[src/smd_pkg.sv]
// package: register map, field layout, opcodes and counts of the arithmetic unit
package smd_pkg;

  // ----------------------------------------------------------------
  // register byte offsets on the bus
  // ----------------------------------------------------------------
  localparam logic [7:0] REG_ACC = 8'h00;
  localparam logic [7:0] REG_EXT = 8'h04;
  localparam logic [7:0] REG_OPND = 8'h08;
  localparam logic [7:0] REG_OPND_NEXT = 8'h0C;
  localparam logic [7:0] REG_INSTR = 8'h10;
  localparam logic [7:0] REG_IND = 8'h14;
  localparam logic [7:0] REG_CTRL = 8'h18;
  localparam logic [7:0] REG_STATUS = 8'h1C;
  localparam logic [7:0] REG_TEST = 8'h20;

  // ----------------------------------------------------------------
  // field positions
  // ----------------------------------------------------------------
  localparam int IND_CARRY_BIT = 0;
  localparam int IND_OVF_BIT = 1;
  localparam int CTRL_ODD_BIT = 0;
  localparam int ST_BUSY_BIT = 0;
  localparam int ST_DONE_BIT = 1;
  localparam int ST_ILL_BIT = 2;
  localparam int ST_CARRY_BIT = 3;
  localparam int ST_OVF_BIT = 4;
  localparam int OP_HI = 15;
  localparam int OP_LO = 11;
  localparam int FMT_BIT = 10;

  // ----------------------------------------------------------------
  // opcodes, reset values and cycle counts
  // ----------------------------------------------------------------
  localparam logic [4:0] OP_SUB = 5'h12;
  localparam logic [4:0] OP_SUBD = 5'h13;
  localparam logic [4:0] OP_MUL = 5'h14;
  localparam logic [4:0] OP_DIV = 5'h15;
  localparam logic [15:0] RST_WORD = 16'h0000;
  localparam logic [4:0] MUL_LAST = 5'h0F;
  localparam logic [4:0] DIV_LAST_REDUCE = 5'h0F;
  localparam logic [4:0] DIV_FIX_REM = 5'h10;
  localparam logic [4:0] DIV_FIX_QUO = 5'h11;

  typedef enum {OPK_NONE, OPK_SUB, OPK_SUBD, OPK_MUL, OPK_DIV} smd_op_t;
  typedef enum {ST_IDLE, ST_MUL, ST_DIV} smd_state_t;

  // decode the first instruction word; the two-word forms carry only
  // the indirect bit in the low byte, anything else there is refused
  function automatic smd_op_t smd_decode(input logic [15:0] w);
    smd_op_t k;
    k = OPK_NONE;
    if (!w[FMT_BIT] || (w[6:0] == 7'h00)) begin
      unique case (w[OP_HI:OP_LO])
        OP_SUB: k = OPK_SUB;
        OP_SUBD: k = OPK_SUBD;
        OP_MUL: k = OPK_MUL;
        OP_DIV: k = OPK_DIV;
        default: k = OPK_NONE;
      endcase
    end
    return k;
  endfunction

endpackage

[src/smd_arith_unit.sv]
// subtract, double subtract, multiply and divide datapath with wishbone registers
//
// Summary of operation
// - subtract storage word from accumulator, store back
// - subtract signed overflow sets sticky overflow indicator
// - overflow is borrow from exactly one top bit
// - carry set on borrow out of accumulator msb
// - single subtract opcodes 90-93, 9400-9780
// - double subtract on accumulator and extension pair
// - odd address subtracts one word from both
// - double subtract overflow is sticky, same test
// - double subtract opcodes 98-9B, 9C00-9F80
// - multiply signed, high product half in accumulator
// - multiply leaves carry and overflow unchanged
// - multiplier bit pairs recoded with previous operation
// - next-low bit picks add or subtract
// - multiply opcodes A0-A3, A400-A780
// - divide: quotient accumulator, remainder extension, dividend sign
// - sixteen sign-compare reduction cycles with shift
// - cycle 17 fixes remainder, 18 exchanges
// - zero divisor or quotient overflow sets overflow
// - divide leaves carry unchanged
// - divide opcodes A8-AB, AC00-AF80
//
// Added by the designer: the address map and the Wishbone slave port.
module smd_arith_unit
  import smd_pkg::*;
(
  // clock and reset
  input wire logic clk_i,
  input wire logic rst_i,
  // wishbone slave
  input wire logic wb_cyc_i,
  input wire logic wb_stb_i,
  input wire logic wb_we_i,
  input wire logic [7:0] wb_adr_i,
  input wire logic [31:0] wb_dat_i,
  input wire logic [3:0] wb_sel_i,
  output logic [31:0] wb_dat_o,
  output logic wb_ack_o,
  // indicators and progress
  output logic carry_o,
  output logic overflow_o,
  output logic busy_o
);

  // ----------------------------------------------------------------
  // state
  // ----------------------------------------------------------------
  logic [15:0] acc;
  logic [15:0] ext;
  logic [15:0] opnd;
  logic [15:0] opnd_next;
  logic carry;
  logic ovf;
  logic odd_addr;
  logic done;
  logic illegal;
  smd_state_t state;
  logic [4:0] cnt;
  logic [15:0] mplier;
  logic [31:0] mcand_sh;
  logic [31:0] prod;
  logic prev_sub;
  logic [17:0] prem;
  logic [15:0] quo;
  logic [15:0] dvsr;
  logic div_neg;
  logic qfix_up;
  logic qfix_dn;

  // byte-lane merge for the 16-bit registers in the low half-word
  function automatic logic [15:0] merge16(input logic [15:0] old,
                                          input logic [31:0] d,
                                          input logic [3:0] sel);
    logic [15:0] r;
    r = old;
    if (sel[0]) begin
      r[7:0] = d[7:0];
    end
    if (sel[1]) begin
      r[15:8] = d[15:8];
    end
    return r;
  endfunction

  // ----------------------------------------------------------------
  // bus decode
  // ----------------------------------------------------------------
  logic req;
  logic wr;
  logic rd;
  logic busy;
  logic start;
  smd_op_t op_k;

  // a request is taken once; the registered ack closes it
  assign req = wb_cyc_i & wb_stb_i & ~wb_ack_o;
  assign wr = req & wb_we_i;
  assign rd = req & ~wb_we_i;
  assign busy = (state != ST_IDLE);
  // operands must already stand in their registers when the start lands
  assign start = wr & (wb_adr_i == REG_INSTR) & ~busy;
  assign op_k = smd_decode(wb_dat_i[15:0]);

  // ----------------------------------------------------------------
  // subtract arithmetic
  // ----------------------------------------------------------------
  logic [16:0] sub17;
  logic [15:0] sub_lo;
  logic accumulator_msb;
  logic s_ovf;
  logic [31:0] subtrahend;
  logic [32:0] sub33;
  logic [31:0] subd_lo;
  logic d_ovf;

  // borrow out of the msb is the carry; borrow into it is compared
  assign sub17 = {1'h0, acc} - {1'h0, opnd};
  assign sub_lo = {1'h0, acc[14:0]} - {1'h0, opnd[14:0]};
  assign accumulator_msb = sub17[16];
  assign s_ovf = sub17[16] ^ sub_lo[15];
  // an odd address fetches the same word for both halves
  assign subtrahend = odd_addr ? {opnd, opnd} : {opnd, opnd_next};
  assign sub33 = {1'h0, acc, ext} - {1'h0, subtrahend};
  assign subd_lo = {1'h0, acc[14:0], ext} - {1'h0, subtrahend[30:0]};
  assign d_ovf = sub33[32] ^ subd_lo[31];

  // ----------------------------------------------------------------
  // multiply recoding
  // ----------------------------------------------------------------
  logic multiplier_bit_low;
  logic multiplier_bit_next_low;
  logic multiply_arith_cycle;
  logic [31:0] next_prod;

  assign multiplier_bit_low = mplier[0];
  assign multiplier_bit_next_low = mplier[1];
  // after an add a one calls for work, after a subtract a zero does
  assign multiply_arith_cycle = multiplier_bit_low ^ prev_sub;
  // the next-low bit alone chooses the direction of the step
  always_comb begin
    next_prod = prod;
    if (multiply_arith_cycle) begin
      if (multiplier_bit_next_low) begin
        next_prod = prod - mcand_sh;
      end else begin
        next_prod = prod + mcand_sh;
      end
    end
  end

  // ----------------------------------------------------------------
  // divide reduction and correction
  // ----------------------------------------------------------------
  logic [17:0] dx;
  logic same_sign;
  logic [17:0] prem_sh;
  logic [32:0] n_mag;
  logic [16:0] d_mag;
  logic [32:0] lim_pos;
  logic [32:0] lim_neg;
  logic div_ovf;
  logic rem_eq_pos;
  logic rem_eq_neg;
  logic rem_wrong;
  logic [15:0] quo_raw;
  logic [15:0] quo_fixed;

  assign dx = {{2{dvsr[15]}}, dvsr};
  // the sign compare picks the step and the quotient bit at once
  assign same_sign = (prem[17] == dvsr[15]);
  assign prem_sh = {prem[16:0], quo[15]};

  // range check up front: unsigned compare of magnitudes avoids a
  // wide divider; the negative side admits one more multiple
  always_comb begin
    n_mag = acc[15] ? (33'h000000000 - {1'h1, acc, ext}) : {1'h0, acc, ext};
    d_mag = opnd[15] ? (17'h00000 - {1'h1, opnd}) : {1'h0, opnd};
    lim_pos = {1'h0, d_mag, 15'h0000};
    lim_neg = lim_pos + {16'h0000, d_mag};
    if (opnd == 16'h0000) begin
      div_ovf = 1'h1;
    end else if (acc[15] == opnd[15]) begin
      div_ovf = (n_mag >= lim_pos);
    end else begin
      div_ovf = (n_mag >= lim_neg);
    end
  end

  // remainder must be below the divisor and carry the dividend sign
  assign rem_eq_pos = (prem == dx);
  assign rem_eq_neg = (prem == (18'h00000 - dx));
  assign rem_wrong = (prem != 18'h00000) & (prem[17] != div_neg);
  // quotient digits are +1/-1, so the settled value ends in a one
  assign quo_raw = {quo[14:0], 1'h1};
  always_comb begin
    quo_fixed = quo_raw;
    if (qfix_up) begin
      quo_fixed = quo_raw + 16'h0001;
    end else if (qfix_dn) begin
      quo_fixed = quo_raw - 16'h0001;
    end
  end

  // ----------------------------------------------------------------
  // sequencer
  // ----------------------------------------------------------------
  always_ff @(posedge clk_i) begin
    if (rst_i) begin
      state <= ST_IDLE;
      cnt <= 5'h00;
    end else begin
      unique case (state)
        ST_IDLE: begin
          cnt <= 5'h00;
          if (start && (op_k == OPK_MUL)) begin
            state <= ST_MUL;
          end else if (start && (op_k == OPK_DIV) && !div_ovf) begin
            state <= ST_DIV;
          end
        end
        ST_MUL: begin
          cnt <= cnt + 5'h01;
          if (cnt == MUL_LAST) begin
            state <= ST_IDLE;
          end
        end
        ST_DIV: begin
          cnt <= cnt + 5'h01;
          if (cnt == DIV_FIX_QUO) begin
            state <= ST_IDLE;
          end
        end
      endcase
    end
  end

  // done and illegal flags; a new start reloads both, setting done at once when nothing is left to run
  always_ff @(posedge clk_i) begin
    if (rst_i) begin
      done <= 1'h0;
      illegal <= 1'h0;
    end else if (start) begin
      illegal <= (op_k == OPK_NONE);
      done <= (op_k == OPK_SUB) || (op_k == OPK_SUBD) ||
              ((op_k == OPK_DIV) && div_ovf) || (op_k == OPK_NONE);
    end else if ((state == ST_MUL) && (cnt == MUL_LAST)) begin
      done <= 1'h1;
    end else if ((state == ST_DIV) && (cnt == DIV_FIX_QUO)) begin
      done <= 1'h1;
    end
  end

  // ----------------------------------------------------------------
  // accumulator and extension
  // ----------------------------------------------------------------
  // software writes are ignored while an operation runs, since the
  // datapath owns both words then
  always_ff @(posedge clk_i) begin
    if (rst_i) begin
      acc <= RST_WORD;
      ext <= RST_WORD;
    end else if (start && (op_k == OPK_SUB)) begin
      acc <= sub17[15:0];
    end else if (start && (op_k == OPK_SUBD)) begin
      acc <= sub33[31:16];
      ext <= sub33[15:0];
    end else if ((state == ST_MUL) && (cnt == MUL_LAST)) begin
      acc <= next_prod[31:16];
      ext <= next_prod[15:0];
    end else if ((state == ST_DIV) && (cnt == DIV_FIX_QUO)) begin
      acc <= quo_fixed;
      ext <= prem[15:0];
    end else if (wr && !busy && (wb_adr_i == REG_ACC)) begin
      acc <= merge16(acc, wb_dat_i, wb_sel_i);
    end else if (wr && !busy && (wb_adr_i == REG_EXT)) begin
      ext <= merge16(ext, wb_dat_i, wb_sel_i);
    end
  end

  // operand words as fetched from storage, and the address parity
  always_ff @(posedge clk_i) begin
    if (rst_i) begin
      opnd <= RST_WORD;
      opnd_next <= RST_WORD;
      odd_addr <= 1'h0;
    end else if (wr) begin
      if (!busy && (wb_adr_i == REG_OPND)) begin
        opnd <= merge16(opnd, wb_dat_i, wb_sel_i);
      end
      if (!busy && (wb_adr_i == REG_OPND_NEXT)) begin
        opnd_next <= merge16(opnd_next, wb_dat_i, wb_sel_i);
      end
      if ((wb_adr_i == REG_CTRL) && wb_sel_i[0]) begin
        odd_addr <= wb_dat_i[CTRL_ODD_BIT];
      end
    end
  end

  // ----------------------------------------------------------------
  // multiply datapath
  // ----------------------------------------------------------------
  always_ff @(posedge clk_i) begin
    if (rst_i) begin
      mplier <= RST_WORD;
      mcand_sh <= 32'h00000000;
      prod <= 32'h00000000;
      prev_sub <= 1'h0;
    end else if (start && (op_k == OPK_MUL)) begin
      mplier <= acc;
      mcand_sh <= {{16{opnd[15]}}, opnd};
      prod <= 32'h00000000;
      prev_sub <= 1'h0;
    end else if (state == ST_MUL) begin
      prod <= next_prod;
      mcand_sh <= {mcand_sh[30:0], 1'h0};
      // arithmetic shift keeps the sign under the next-low bit
      mplier <= {mplier[15], mplier[15:1]};
      if (multiply_arith_cycle) begin
        prev_sub <= multiplier_bit_next_low;
      end
    end
  end

  // ----------------------------------------------------------------
  // divide datapath
  // ----------------------------------------------------------------
  always_ff @(posedge clk_i) begin
    if (rst_i) begin
      prem <= 18'h00000;
      quo <= RST_WORD;
      dvsr <= RST_WORD;
      div_neg <= 1'h0;
      qfix_up <= 1'h0;
      qfix_dn <= 1'h0;
    end else if (start && (op_k == OPK_DIV)) begin
      prem <= {{2{acc[15]}}, acc};
      quo <= ext;
      dvsr <= opnd;
      div_neg <= acc[15];
      qfix_up <= 1'h0;
      qfix_dn <= 1'h0;
    end else if ((state == ST_DIV) && (cnt <= DIV_LAST_REDUCE)) begin
      // shift left first, then add or subtract
      quo <= {quo[14:0], same_sign};
      if (same_sign) begin
        prem <= prem_sh - dx;
      end else begin
        prem <= prem_sh + dx;
      end
    end else if ((state == ST_DIV) && (cnt == DIV_FIX_REM)) begin
      if (rem_eq_pos || (rem_wrong && same_sign)) begin
        prem <= prem - dx;
        qfix_up <= 1'h1;
      end else if (rem_eq_neg || rem_wrong) begin
        prem <= prem + dx;
        qfix_dn <= 1'h1;
      end
    end
  end

  // ----------------------------------------------------------------
  // indicators
  // ----------------------------------------------------------------
  logic ind_wr;
  logic test_rd;
  logic ovf_set;
  logic next_ovf;

  assign ind_wr = wr & (wb_adr_i == REG_IND) & wb_sel_i[0];
  assign test_rd = rd & (wb_adr_i == REG_TEST);
  // multiply never raises overflow: the product always fits
  assign ovf_set = start & (((op_k == OPK_SUB) & s_ovf) |
                            ((op_k == OPK_SUBD) & d_ovf) |
                            ((op_k == OPK_DIV) & div_ovf));

  // load, or a test read, may clear; a new overflow wins the cycle
  always_comb begin
    next_ovf = ovf;
    if (ind_wr) begin
      next_ovf = wb_dat_i[IND_OVF_BIT];
    end else if (test_rd) begin
      next_ovf = 1'h0;
    end
    next_ovf = next_ovf | ovf_set;
  end

  always_ff @(posedge clk_i) begin
    if (rst_i) begin
      ovf <= 1'h0;
    end else begin
      ovf <= next_ovf;
    end
  end

  // carry moves only on subtracts and on a status load
  always_ff @(posedge clk_i) begin
    if (rst_i) begin
      carry <= 1'h0;
    end else if (start && ((op_k == OPK_SUB) || (op_k == OPK_SUBD))) begin
      carry <= (op_k == OPK_SUB) ? accumulator_msb : sub33[32];
    end else if (ind_wr) begin
      carry <= wb_dat_i[IND_CARRY_BIT];
    end
  end

  // ----------------------------------------------------------------
  // read mux and acknowledge
  // ----------------------------------------------------------------
  logic [31:0] rd_word;

  always_comb begin
    rd_word = 32'h00000000;
    unique case (wb_adr_i)
      REG_ACC: rd_word[15:0] = acc;
      REG_EXT: rd_word[15:0] = ext;
      REG_OPND: rd_word[15:0] = opnd;
      REG_OPND_NEXT: rd_word[15:0] = opnd_next;
      REG_CTRL: rd_word[CTRL_ODD_BIT] = odd_addr;
      REG_IND, REG_TEST: begin
        rd_word[IND_CARRY_BIT] = carry;
        rd_word[IND_OVF_BIT] = ovf;
      end
      REG_STATUS: begin
        rd_word[ST_BUSY_BIT] = busy;
        rd_word[ST_DONE_BIT] = done;
        rd_word[ST_ILL_BIT] = illegal;
        rd_word[ST_CARRY_BIT] = carry;
        rd_word[ST_OVF_BIT] = ovf;
      end
      default: rd_word = 32'h00000000;
    endcase
  end

  // every access, mapped or not, gets one registered ack
  always_ff @(posedge clk_i) begin
    if (rst_i) begin
      wb_ack_o <= 1'h0;
      wb_dat_o <= 32'h00000000;
    end else begin
      wb_ack_o <= req;
      if (rd) begin
        wb_dat_o <= rd_word;
      end
    end
  end

  // outputs straight from flops
  always_ff @(posedge clk_i) begin
    if (rst_i) begin
      busy_o <= 1'h0;
    end else begin
      busy_o <= (state != ST_IDLE) || (start && ((op_k == OPK_MUL) ||
                ((op_k == OPK_DIV) && !div_ovf)));
    end
  end

  assign carry_o = carry;
  assign overflow_o = ovf;

endmodule

[config.mk]
export PLATFORM = sky130hd
export DESIGN_NAME = smd_arith_unit
export DESIGN_NICKNAME = d
export VERILOG_FILES = /design/src/smd_pkg.sv /design/src/smd_arith_unit.sv
export SDC_FILE = /design/constraint.sdc
export NUM_CORES = 1
export LEC_CHECK = 0
export ABC_AREA = 1
export BUFFER_PORTS_ARGS = -buffer_cell sky130_fd_sc_hd__buf_2
export CAP_MARGIN = 20
export CORE_ASPECT_RATIO = 1.75
export CORE_MARGIN = 2
export CORE_UTILIZATION = 50
export DETAILED_ROUTE_END_ITERATION = 8
export GPL_TIMING_DRIVEN = 0
export HOLD_SLACK_MARGIN = 0.08
export PLACE_DENSITY = 0.74
export SLEW_MARGIN = 20
export SYNTH_ARGS = -nofsm -noshare
export SYNTH_HDL_FRONTEND = slang
export SYNTH_SLANG_ARGS = --single-unit
[constraint.sdc]
create_clock -name clk_i -period 4.6 [get_ports clk_i]
set_input_delay 1.38 -clock clk_i [delete_from_list [all_inputs] [get_ports clk_i]]
set_output_delay 1.38 -clock clk_i [all_outputs]
set_load 0.1 [all_outputs]
==> results.md, run 1 <==
- The global placer's final weighted congestion is 1.15.
- The mapped netlist covers 22300 um^2.
- The maximum level of the CTS H-tree is 1.
- The largest buffer count on any clock path is 3.
- The total routing resource utilization after global routing is 53.5%.
- The largest net degree at the start of global routing is 15.
- The die outline width is 164 um.
- After synthesis, the share of flip-flops with an asynchronous set or reset is 0%.
- Detailed placement finished with a half-perimeter wire length of 90.0 mm.
- After synthesis, the mean cell area works out to 6.19 um^2.
- The first global-routing pass estimated 183 mm of wire.
- In this run, synthesis inferred 0 flip-flops with an integrated enable.
- Global routing finished with a remaining overflow of 83.
- The first error in the log reads "[ERROR GRT-0116] Global routing finished with congestion. Check the congestion regions in the DRC Viewer".
- The via count of the first global-routing pass is 27500.
- The run stopped with a tool error.
- The number of buffer cells added on primary ports is 49.
- The count of mapped cells out of synthesis is 3598.
- Yosys attributes the largest share of cell area to dfxtp_1, nand2_1, ha_1.
- The library cell occupying the most area in the post-synthesis netlist is dfxtp_1.
- After synthesis, the largest area contributor takes up 20.5% of total cell area.
- The floorplan has 102 rows.
- Clock tree synthesis found a total of 228 sinks.
- The number of placed I/O pins is 85.
- During synthesis, Yosys emitted a total of 0 warnings.
- The number of different library cells used by synthesis comes to 63.
- The stage where the flow stopped is 5_1_grt.
- After synthesis the netlist holds a flip-flop and latch count of 228.
- The TritonCTS buffer count is 23.
- The most used flip-flop cell after synthesis is dfxtp_1.
- Of the synthesized area, sequential elements account for 20.5%.
- CTS placed an instance of clkbuf_16 at the clock tree root.
- For this configuration, the core starts out at a cell density of 50.4%.
- The height of the die is 283 um.
## metal layers
metal | GRT usage, % | overflow
met3 | 26.0 | 0
met4 | 55.4 | 35
met2 | 80.8 | 47
met5 | 6.06 | 0
met1 | 50.2 | 1
## what timing repair did
action / 4_1_cts
setup buffers: 16
hold buffers: 0
endpoints found under the hold margin: 0
resized for setup: 30
pin swaps: 14
endpoints found under the setup margin: 5
## per-stage QoR
step / std cells / worst slack (ps) / cell area (um^2)
4_1_cts: 4295 / -339 / 24300
3_5_place_dp: 4239 / -1710 / 23300
3_3_place_gp: 4239 / -1630 / 23300
2_1_floorplan: 3618 / 176 / 22300
## cells by family after synthesis
group	count (synthesis)	synth area share, %
buffers and inverters	600	10.7
multiplexers	1	0.0450
AO/OA/AOI/OAI	917	23.2
adder cells (fa/ha/maj)	186	10.7
XOR/XNOR	148	5.86
flip-flops	228	20.5
other	2	0.0337
AND/OR/NAND/NOR	1516	29.0
## cells in the mapped netlist (11+ instances only)
cell	n
inv_2	20
a21o_1	11
nor3_1	49
buf_2	15
nand4_1	52
nand2_1	783
inv_1	436
nand3_1	182
buf_4	19
o211ai_1	40
ha_1	179
a221oi_1	11
xnor2_1	30
clkbuf_1	93
o22ai_1	24
o21bai_1	11
a211oi_1	26
a21oi_1	344
o21ai_0	326
or2_2	22
nor2_1	352
dfxtp_1	228
xor2_1	117
nor4_1	21
a31oi_1	57
nor2_2	16
==> run 2: changes to the inputs <==
--- a/config.mk
+++ b/config.mk
@@ -8,13 +8,11 @@
 export ABC_AREA = 1
 export BUFFER_PORTS_ARGS = -buffer_cell sky130_fd_sc_hd__buf_2
 export CAP_MARGIN = 20
-export CORE_ASPECT_RATIO = 1.75
 export CORE_MARGIN = 2
-export CORE_UTILIZATION = 50
+export CORE_UTILIZATION = 35
 export DETAILED_ROUTE_END_ITERATION = 8
 export GPL_TIMING_DRIVEN = 0
-export HOLD_SLACK_MARGIN = 0.08
-export PLACE_DENSITY = 0.74
+export PLACE_DENSITY_LB_ADDON = 0.15
 export SLEW_MARGIN = 20
 export SYNTH_ARGS = -nofsm -noshare
 export SYNTH_HDL_FRONTEND = slang
==> constraint.sdc (replaced) <==
create_clock -name clk_i -period 5.98 [get_ports clk_i]
set_input_delay 1.794 -clock clk_i [delete_from_list [all_inputs] [get_ports clk_i]]
set_output_delay 1.794 -clock clk_i [all_outputs]
set_load 0.1 [all_outputs]
==> results.md, run 2 <==
- The post-layout total power is 5.17 mW.
- The via count of the first global-routing pass is 23400.
- Relative to the synthesized area, the layout overhead comes to 11.1%.
- The TritonCTS clock tree is yes.
- Leading post-synthesis cells by instance count: nand2_1, inv_1, nor2_1, a21oi_1, o21ai_0 (unchanged).
- The setup check on the worst reg-to-reg path leaves a slack of 400 ps.
- IR analysis of the VDD net gives a maximum drop of 0.201 mV.
- The routed design has 107 mm of wire.
- For this run, the share of the core covered by cells in the final layout is 39.3%.
- For this design the static power due to leakage is 11.7 nW.
- The kind of critical path is reg -> reg.
- The switching part of the total power is 38.3%.
- The number of pins exceeding their max-slew limit in the final report is 0.
- The global placer's final weighted congestion was 1.02 (was 1.15).
- The library cell occupying the most area in the post-synthesis netlist is dfxtp_1 (unchanged).
- Run status: finished clean (was stopped before the end).
- The source-to-sink clock delay at the later pin of the worst-skew pair is 610 ps.
- The data arrival time of the critical path is 6050 ps.
- The die covers 65600 um^2.
- Across the run, the number of max-cap violations was 0.
- The post-cts hold buffer count is 0 (unchanged).
- The DRC violation count after routing is 0.
- The worst register-to-register path has a depth of 29.
- Of the total power, combinational logic draws 31.7%.
- Leaving out fill and tap cells, the most frequent cells in the layout are nand2_1, inv_1, nor2_1.
- The final worst-path setup slack is 400 ps.
- The transition time of the tightest slew-check pin is 1100 ps.
- Leaving out fill and tap cells, the most frequent cell in the layout is nand2_1.
- The post-DP HPWL is 86.5 mm (was 90.0 mm).
- The cell total after placement was 4513 (was 4239).
- The initial antenna violation count was 1.
- The dominant combinational cell family by area after synthesis is simple AND/OR/NAND/NOR gates (unchanged).
- The sequential cell area fraction in the yosys report is 20.5% (unchanged).
- The number of buffer cells added on primary ports is 49 (unchanged).
- Sequential cells burn 30.5% of the power.
- The reported net switching power is 1.98 mW.
- The number of warnings issued by yosys is 0 (unchanged).
- The placement row count came to 92 (was 102).
- The share of synthesized cell area in full adder, half adder and majority cells is 10.7% (unchanged).
- The biggest fanout along the worst timing path is 7.
- The critical path's most frequent cell is nand2_1.
- Internal power comes to 3.19 mW.
- The slowest stage of the critical path belongs to the cell dfxtp_1.
- The per-instance average area after synthesis is 6.19 um^2 (unchanged).
- After clock tree synthesis, the clock-pin slew on the worst setup and hold paths is 60 ps.
- The type of the tightest min-delay check is reg -> reg.
- The hold slack is 463 ps.
- The top flip-flop cell by instance count after synthesis is dfxtp_1 (unchanged).
- The die outline width is 256 um (was 164 um).
- The ratio of final minimum period to clock period is 93.3%.
- The total congestion overflow is 0.
- After the flow finishes, the layout carries non-filler instances totaling 4570.
- The count of nets after finishing is 3936.
- In this run the worst setup path begins at opnd[2]$_SDFFE_PP0P_.
- Dividing the detail-routed via count by the number of cells gives 5.51.
- The critical hold path startpoint is wb_dat_o[15]$_SDFFE_PP0P_.
- The share of synthesized flip-flops with an asynchronous set or reset is 0% (unchanged).
- Timing would allow up to 179 MHz.
- Between clock sinks in the finished design, the worst skew comes to 37.5 ps.
- The synthesized-area fraction occupied by xor and xnor cells is 5.86% (unchanged).
- The compound-gate portion of the synthesized area was 23.2% (unchanged).
- STA classifies the critical path startpoint as a flip-flop.
- The most instantiated library cell after synthesis is nand2_1 (unchanged).
- Global routing used 31.4% of the available tracks across all layers.
- The count of different cell masters after synthesis was 63 (unchanged).
- The number of placed I/O pins is 85 (unchanged).
- The master cell of the clock root buffer is clkbuf_16 (unchanged).
- The worst reg2reg path endpoint is state[0]$_SDFFE_PP0P_.
- In this run, the clock network consumes 37.8% of the power.
- Cells with a size suffix above 1 make up 6.31% of the layout.
- Setup repair after global routing left no endpoint under its margin.
- The post-synthesis share of cell area spent on and, or, nand and nor gates is 29.0% (unchanged).
- Top cells by area in the synthesized netlist: dfxtp_1, nand2_1, ha_1 (unchanged).
- The final number of hold-violating endpoints is 0.
- The total of flip-flops plus latches after synthesis is 228 (unchanged).
- The largest stage delay on the critical path is 470 ps.
- The count of mapped cells out of synthesis was 3598 (unchanged).
- The CTS sink count is 228 (unchanged).
- The worst register-to-register path begins at opnd[2]$_SDFFE_PP0P_.
- The per-cell routed wire length is 23.3 um.
- The category of the worst setup path capture point is a flip-flop.
- The number of enable flip-flop cells after synthesis was 0 (unchanged).
- The total power divided by cell area is 209 nW/um^2.
- The worst path needs 5580 ps of the cycle, external delays included.
- The largest buffer count on any clock path is 3 (unchanged).
- Setup violations remaining at the end of the flow were counted as 0.
- In this run the worst setup path terminates at state[0]$_SDFFE_PP0P_.
- The starting utilization of the core area is 35.4% (was 50.4%).
- The worst pin sits at a relative slew slack of 26.8%.
- In this run, the number of DRC markers left after iteration 0 of detailed routing was 2341.
- The count of nets left with antenna violations after detail routing is 0.
- The combined area of all synthesized cells is 22300 um^2 (unchanged).
- The TritonCTS buffer count is 30 (was 23).
- The fraction of synthesized area in multiplexers is 0.0450% (unchanged).
- The height of the die is 256 um (was 283 um).
- The setup slack at placement is -615 ps (was -1710 ps).
- The detailed-route via count is 25200.
- The largest net degree at the start of global routing is 16.
- Before antenna repair, the detailed router went through 8 iterations.
- The first global-routing pass estimated 156 mm of wire.
- In the final layout, the registers with the most flip-flops are mcand_sh (32), prod (32), prem (18).
- At the worst endpoint, the required time is 6450 ps.
- The portion of synthesized cell area occupied by the leading cell type is 20.5% (unchanged).
- The maximum level of the CTS H-tree is 1 (unchanged).
- The core region is 63000 um^2.
[run 2: worst min-delay path by stage]
stage / endpoint / slack (ps) / cells past startpoint
global placement: wb_dat_o[11]$_SDFFE_PP0P_ / 450 / 2
CTS: wb_dat_o[1]$_SDFFE_PP0P_ / 460 / 2
floorplan: qfix_dn$_SDFFE_PP0P_ / 430 / 2
detailed placement: wb_dat_o[5]$_SDFFE_PP0P_ / 460 / 2
finish: wb_dat_o[15]$_SDFFE_PP0P_ / 460 / 2
global route: wb_dat_o[1]$_SDFFE_PP0P_ / 490 / 2
[run 2: cell families (layout without fill, tap and decap cells)]
logic type | count (synthesis) | after routing
buf+inv | 600 | 705
compound gates | 917 | 917
flops | 228 | 228
fa+ha+maj | 186 | 186
mux | 1 | 1
other cells | 2 | 23
xor+xnor | 148 | 148
simple gates | 1516 | 1516
[run 2: final cells by class]
cell class | instances | area [um^2]
diodes | 1 | 2.50
plain buffers | 139 | 657
clock buffers | 35 | 810
clock inverters | 19 | 226
fillers | 7008 | 38200
inverters | 461 | 1740
multi-input cells | 2790 | 15400
flip-flops and latches | 228 | 4570
well taps | 846 | 1060
repair buffers | 51 | 260
[run 2: power groups by stage]
stage	Combinational, mW	Clock (mW)	Sequential [mW]
after floorplan	1.12	0	1.61
after global placement	1.60	0	1.61
after detailed placement	1.59	0	1.61
after CTS	1.60	1.96	1.58
after global routing	1.78	2.04	1.58
final	1.64	1.95	1.58
[run 2: per-stage QoR]
stage	instance area [um^2]	setup TNS, ps
2_1_floorplan	22300	0
3_3_place_gp	23600	-2610
3_5_place_dp	23600	-2410
4_1_cts	24700	0
5_1_grt	24700	0
6_report	24700	0
[run 2: worst max-delay path, delay by kind of cell (launching register included)]
kind / cells / cell delay, ps
buffers and inverters: 4 / 420
xor gates and xnor gates: 1 / 150
and+or+nand+nor: 17 / 2820
adders and majority gates: 3 / 940
DFF: 1 / 470
AOI/OAI and AO/OA: 4 / 660
[run 2: layer usage]
layer	routed length (um)	share of wire [%]	global-route usage, %
met4	6780	6.4	16.4
met1	45500	43	40.6
met3	7020	6.6	4.61
met2	47300	44	50.7
met5	13	0.012	0
[run 2: timing repair]
item | CTS | global route
gates resized for setup | 4 | 4
setup endpoints to repair | 5 | 5
buffers inserted | 0 | 2
(Power assumes the default switching activity.)
==> run 3: changes to the inputs <==
--- a/config.mk
+++ b/config.mk
@@ -8,7 +8,7 @@
 export ABC_AREA = 1
 export BUFFER_PORTS_ARGS = -buffer_cell sky130_fd_sc_hd__buf_2
 export CAP_MARGIN = 20
-export CORE_MARGIN = 2
+export CORE_MARGIN = 4
 export CORE_UTILIZATION = 35
 export DETAILED_ROUTE_END_ITERATION = 8
 export GPL_TIMING_DRIVEN = 0
==> results.md, run 3 (synthesis gave the netlist of run 2 again) <==
- Run status: finished clean (unchanged).
- The register clock-pin slew on the reported worst setup and hold paths came to 60 ps (about the same).
- The area growth from synthesis to layout is 10.6% (was 11.1%).
- The clock skew is 38.3 ps (was 37.5 ps).
- The final-report setup violation count is 0 (unchanged).
- The largest vdd supply drop was 0.201 mV (about the same).
- The final number of hold-violating endpoints is 0 (unchanged).
- The CTS sink count is 228 (unchanged).
- The post-DP HPWL came to 86.4 mm (was 86.5 mm).
- The category of the worst setup path capture point was a flip-flop (unchanged).
- The ratio of final minimum period to clock period came to 94.6% (was 93.3%).
- The count of nets left with antenna violations after detail routing was 0 (unchanged).
- The global-route wire length before repair was 154 mm (was 156 mm).
- The number of buffer cells added on primary ports is 49 (unchanged).
- The largest net degree at the start of global routing came to 15 (was 16).
- The critical path's most frequent cell is nand2_1 (unchanged).
- The normalized max-slew margin came to 30.5% (was 26.8%).
- The post-cts hold buffer count was 0 (unchanged).
- The beginning of the worst register-to-register path is opnd[2]$_SDFFE_PP0P_ (unchanged).
- The placement row count was 92 (unchanged).
- The starting utilization of the core area is 35.4% (unchanged).
- The cell area reported after detailed placement is 23600 um^2 (unchanged).
- The maximum level of the CTS H-tree is 1 (unchanged).
- The TritonCTS clock tree is yes (unchanged).
- The critical hold path startpoint is wb_dat_o[6]$_SDFFE_PP0P_ (was wb_dat_o[15]$_SDFFE_PP0P_).
- The initial antenna violation count is 5 (was 1).
- The max capacitance violation total is 0 (unchanged).
- The required time of the critical path was 6430 ps (was 6450 ps).
- The kind of critical path is reg -> reg (unchanged).
- The transition time of the tightest slew-check pin is 1040 ps (was 1100 ps).
- The area occupied by registers was 4570 um^2 (unchanged).
- The source-to-sink clock delay at the later pin of the worst-skew pair was 600 ps (was 610 ps).
- The number of detailed-route iterations in the first pass is 7 (was 8).
- RSZ-0062 raised after global routing: no (unchanged).
- The type of the tightest min-delay check is reg -> reg (unchanged).
- The master cell of the clock root buffer is clkbuf_16 (unchanged).
- The detailed-route via count was 25300 (was 25200).
- The multi-input combinational cell area came to 15400 um^2 (unchanged).
- The largest buffer count on any clock path came to 3 (unchanged).
- The final cell count without fillers is 4566 (was 4570).
- The total routing resource utilization after global routing is 30.1% (was 31.4%).
- The total power divided by cell area is 202 nW/um^2 (was 209 nW/um^2).
- Leading cell types in the layout, fill and taps excluded: nand2_1, inv_1, nor2_1 (unchanged).
- The count of nets after finishing is 3935 (was 3936).
- The TritonCTS buffer count came to 28 (was 30).
- The largest stage delay on the critical path was 470 ps (about the same).
- The mean number of vias per cell is 5.54 (was 5.51).
- The start point of the critical path is opnd[2]$_SDFFE_PP0P_ (unchanged).
- The leakage power is 11.6 nW (was 11.7 nW).
- The final cell area excluding filler cells is 24600 um^2 (was 24700 um^2).
- The most common cell after layout, fill and taps aside is nand2_1 (unchanged).
- The via count of the first global-routing pass is 23500 (was 23400).
- The met2 layer wire length in the routed design was 47.5 mm (was 47.3 mm).
- The floorplan die area is 67700 um^2 (was 65600 um^2).
- The global placer's final weighted congestion is 1.06 (was 1.02).
- The layout cell share with drive strength beyond 1 is 6.08% (was 6.31%).
- The wire length reported by the detailed router is 106 mm (was 107 mm).
- The cell at the slowest stage of the critical path is dfxtp_1 (unchanged).
- The data arrival time of the critical path is 6110 ps (was 6050 ps).
- The number of placed I/O pins came to 85 (unchanged).
- The number of pins exceeding their max-slew limit in the final report is 0 (unchanged).
- The total congestion overflow came to 0 (unchanged).
- The launching element type of the critical path was a flip-flop (unchanged).
- The achievable frequency is 177 MHz (was 179 MHz).
- The DRC violation count after routing is 0 (unchanged).
- The layout filler cell count is 7149 (was 7008).
- The number of cells on the worst hold path is 2 (unchanged).
- The top layer used by detailed routing is met5 (unchanged).
- The per-cell routed wire length came to 23.2 um (was 23.3 um).
- The total routed wire length on the met1 layer is 44.0 mm (was 45.5 mm).
- The die outline width is 260 um (was 256 um).
- The post-layout minimum cycle time was 5660 ps (was 5580 ps).
- The core footprint is 63000 um^2 (unchanged).
- Top flop regs: mcand_sh (32), prod (32), prem (18) (unchanged).
- The routed length on met3 is 7.84 mm (was 7.02 mm).
- The cell count of the worst reg-to-reg path is 31 (was 29).
- The height of the die was 260 um (was 256 um).
- The biggest fanout along the worst timing path came to 7 (unchanged).
- The count of antenna diodes in the layout is 0 (was 1).
- The cell total after placement is 4513 (unchanged).
- The iteration-0 DRC count of the detailed router is 2833 (was 2341).
==> run 3: per-stage QoR <==
| stage | setup TNS, ps | util [%] | setup slack [ps] | hold WS, ps | power, mW |
|---|---|---|---|---|---|
| after floorplan | 0 | - | 1560 | 430 | 2.72 |
| after global placement | -2160 | 37.5 | -571 | 454 | 3.21 |
| after detailed placement | -1870 | 37.5 | -543 | 455 | 3.20 |
| after CTS | 0 | 39.0 | 2.57 | 465 | 4.98 |
| after global routing | 0 | 39.1 | 21.6 | 496 | 5.21 |
| final | 0 | 39.1 | 324 | 461 | 4.97 |
==> run 3: worst max-delay path: cells and delay by family, from the launching register on <==
family	cells	cell delay (ps)
simple gates	21	3240
fa+ha+maj	3	960
buf+inv	5	620
flops	1	470
xor+xnor	1	150
compound gates	1	80
==> run 3: what timing repair did <==
action	4_1_cts	5_1_grt
endpoints found under the setup margin	5	5
buffers inserted	0	3
gates resized for setup	3	6
pin swaps	0	1
==> run 3: area by class of cell <==
class / instances / share of cell area, %
multi-input cells: 2790 / 62.6
clock buffers: 40 / 3.23
plain buffers: 139 / 2.67
clock inverters: 10 / 0.513
flip-flops and latches: 228 / 18.5
well taps: 846 / 4.30
repair buffers: 52 / 1.09
inverters: 461 / 7.06
==> run 3: path summary, 6_finish.rpt <==
kind / endpoint / slack (ps)
min reg2reg: wb_dat_o[6]$_SDFFE_PP0P_ / 460
max: state[1]$_SDFFE_PP0P_ / 320
min: wb_dat_o[6]$_SDFFE_PP0P_ / 460
max reg2reg: state[1]$_SDFFE_PP0P_ / 320
==> run 3: power breakdown <==
part / internal (mW) / switching (mW)
Combinational: 0.506 / 1.11
Clock: 1.01 / 0.761
Sequential: 1.54 / 0.0370
Total: 3.06 / 1.91
==> run 3: layer usage <==
layer / up-vias / GRT usage (%)
li1: 12200 / -
met1: 11700 / 38.9
met2: 1067 / 49.1
met3: 269 / 4.20
met4: 8 / 15.0
met5: - / 0
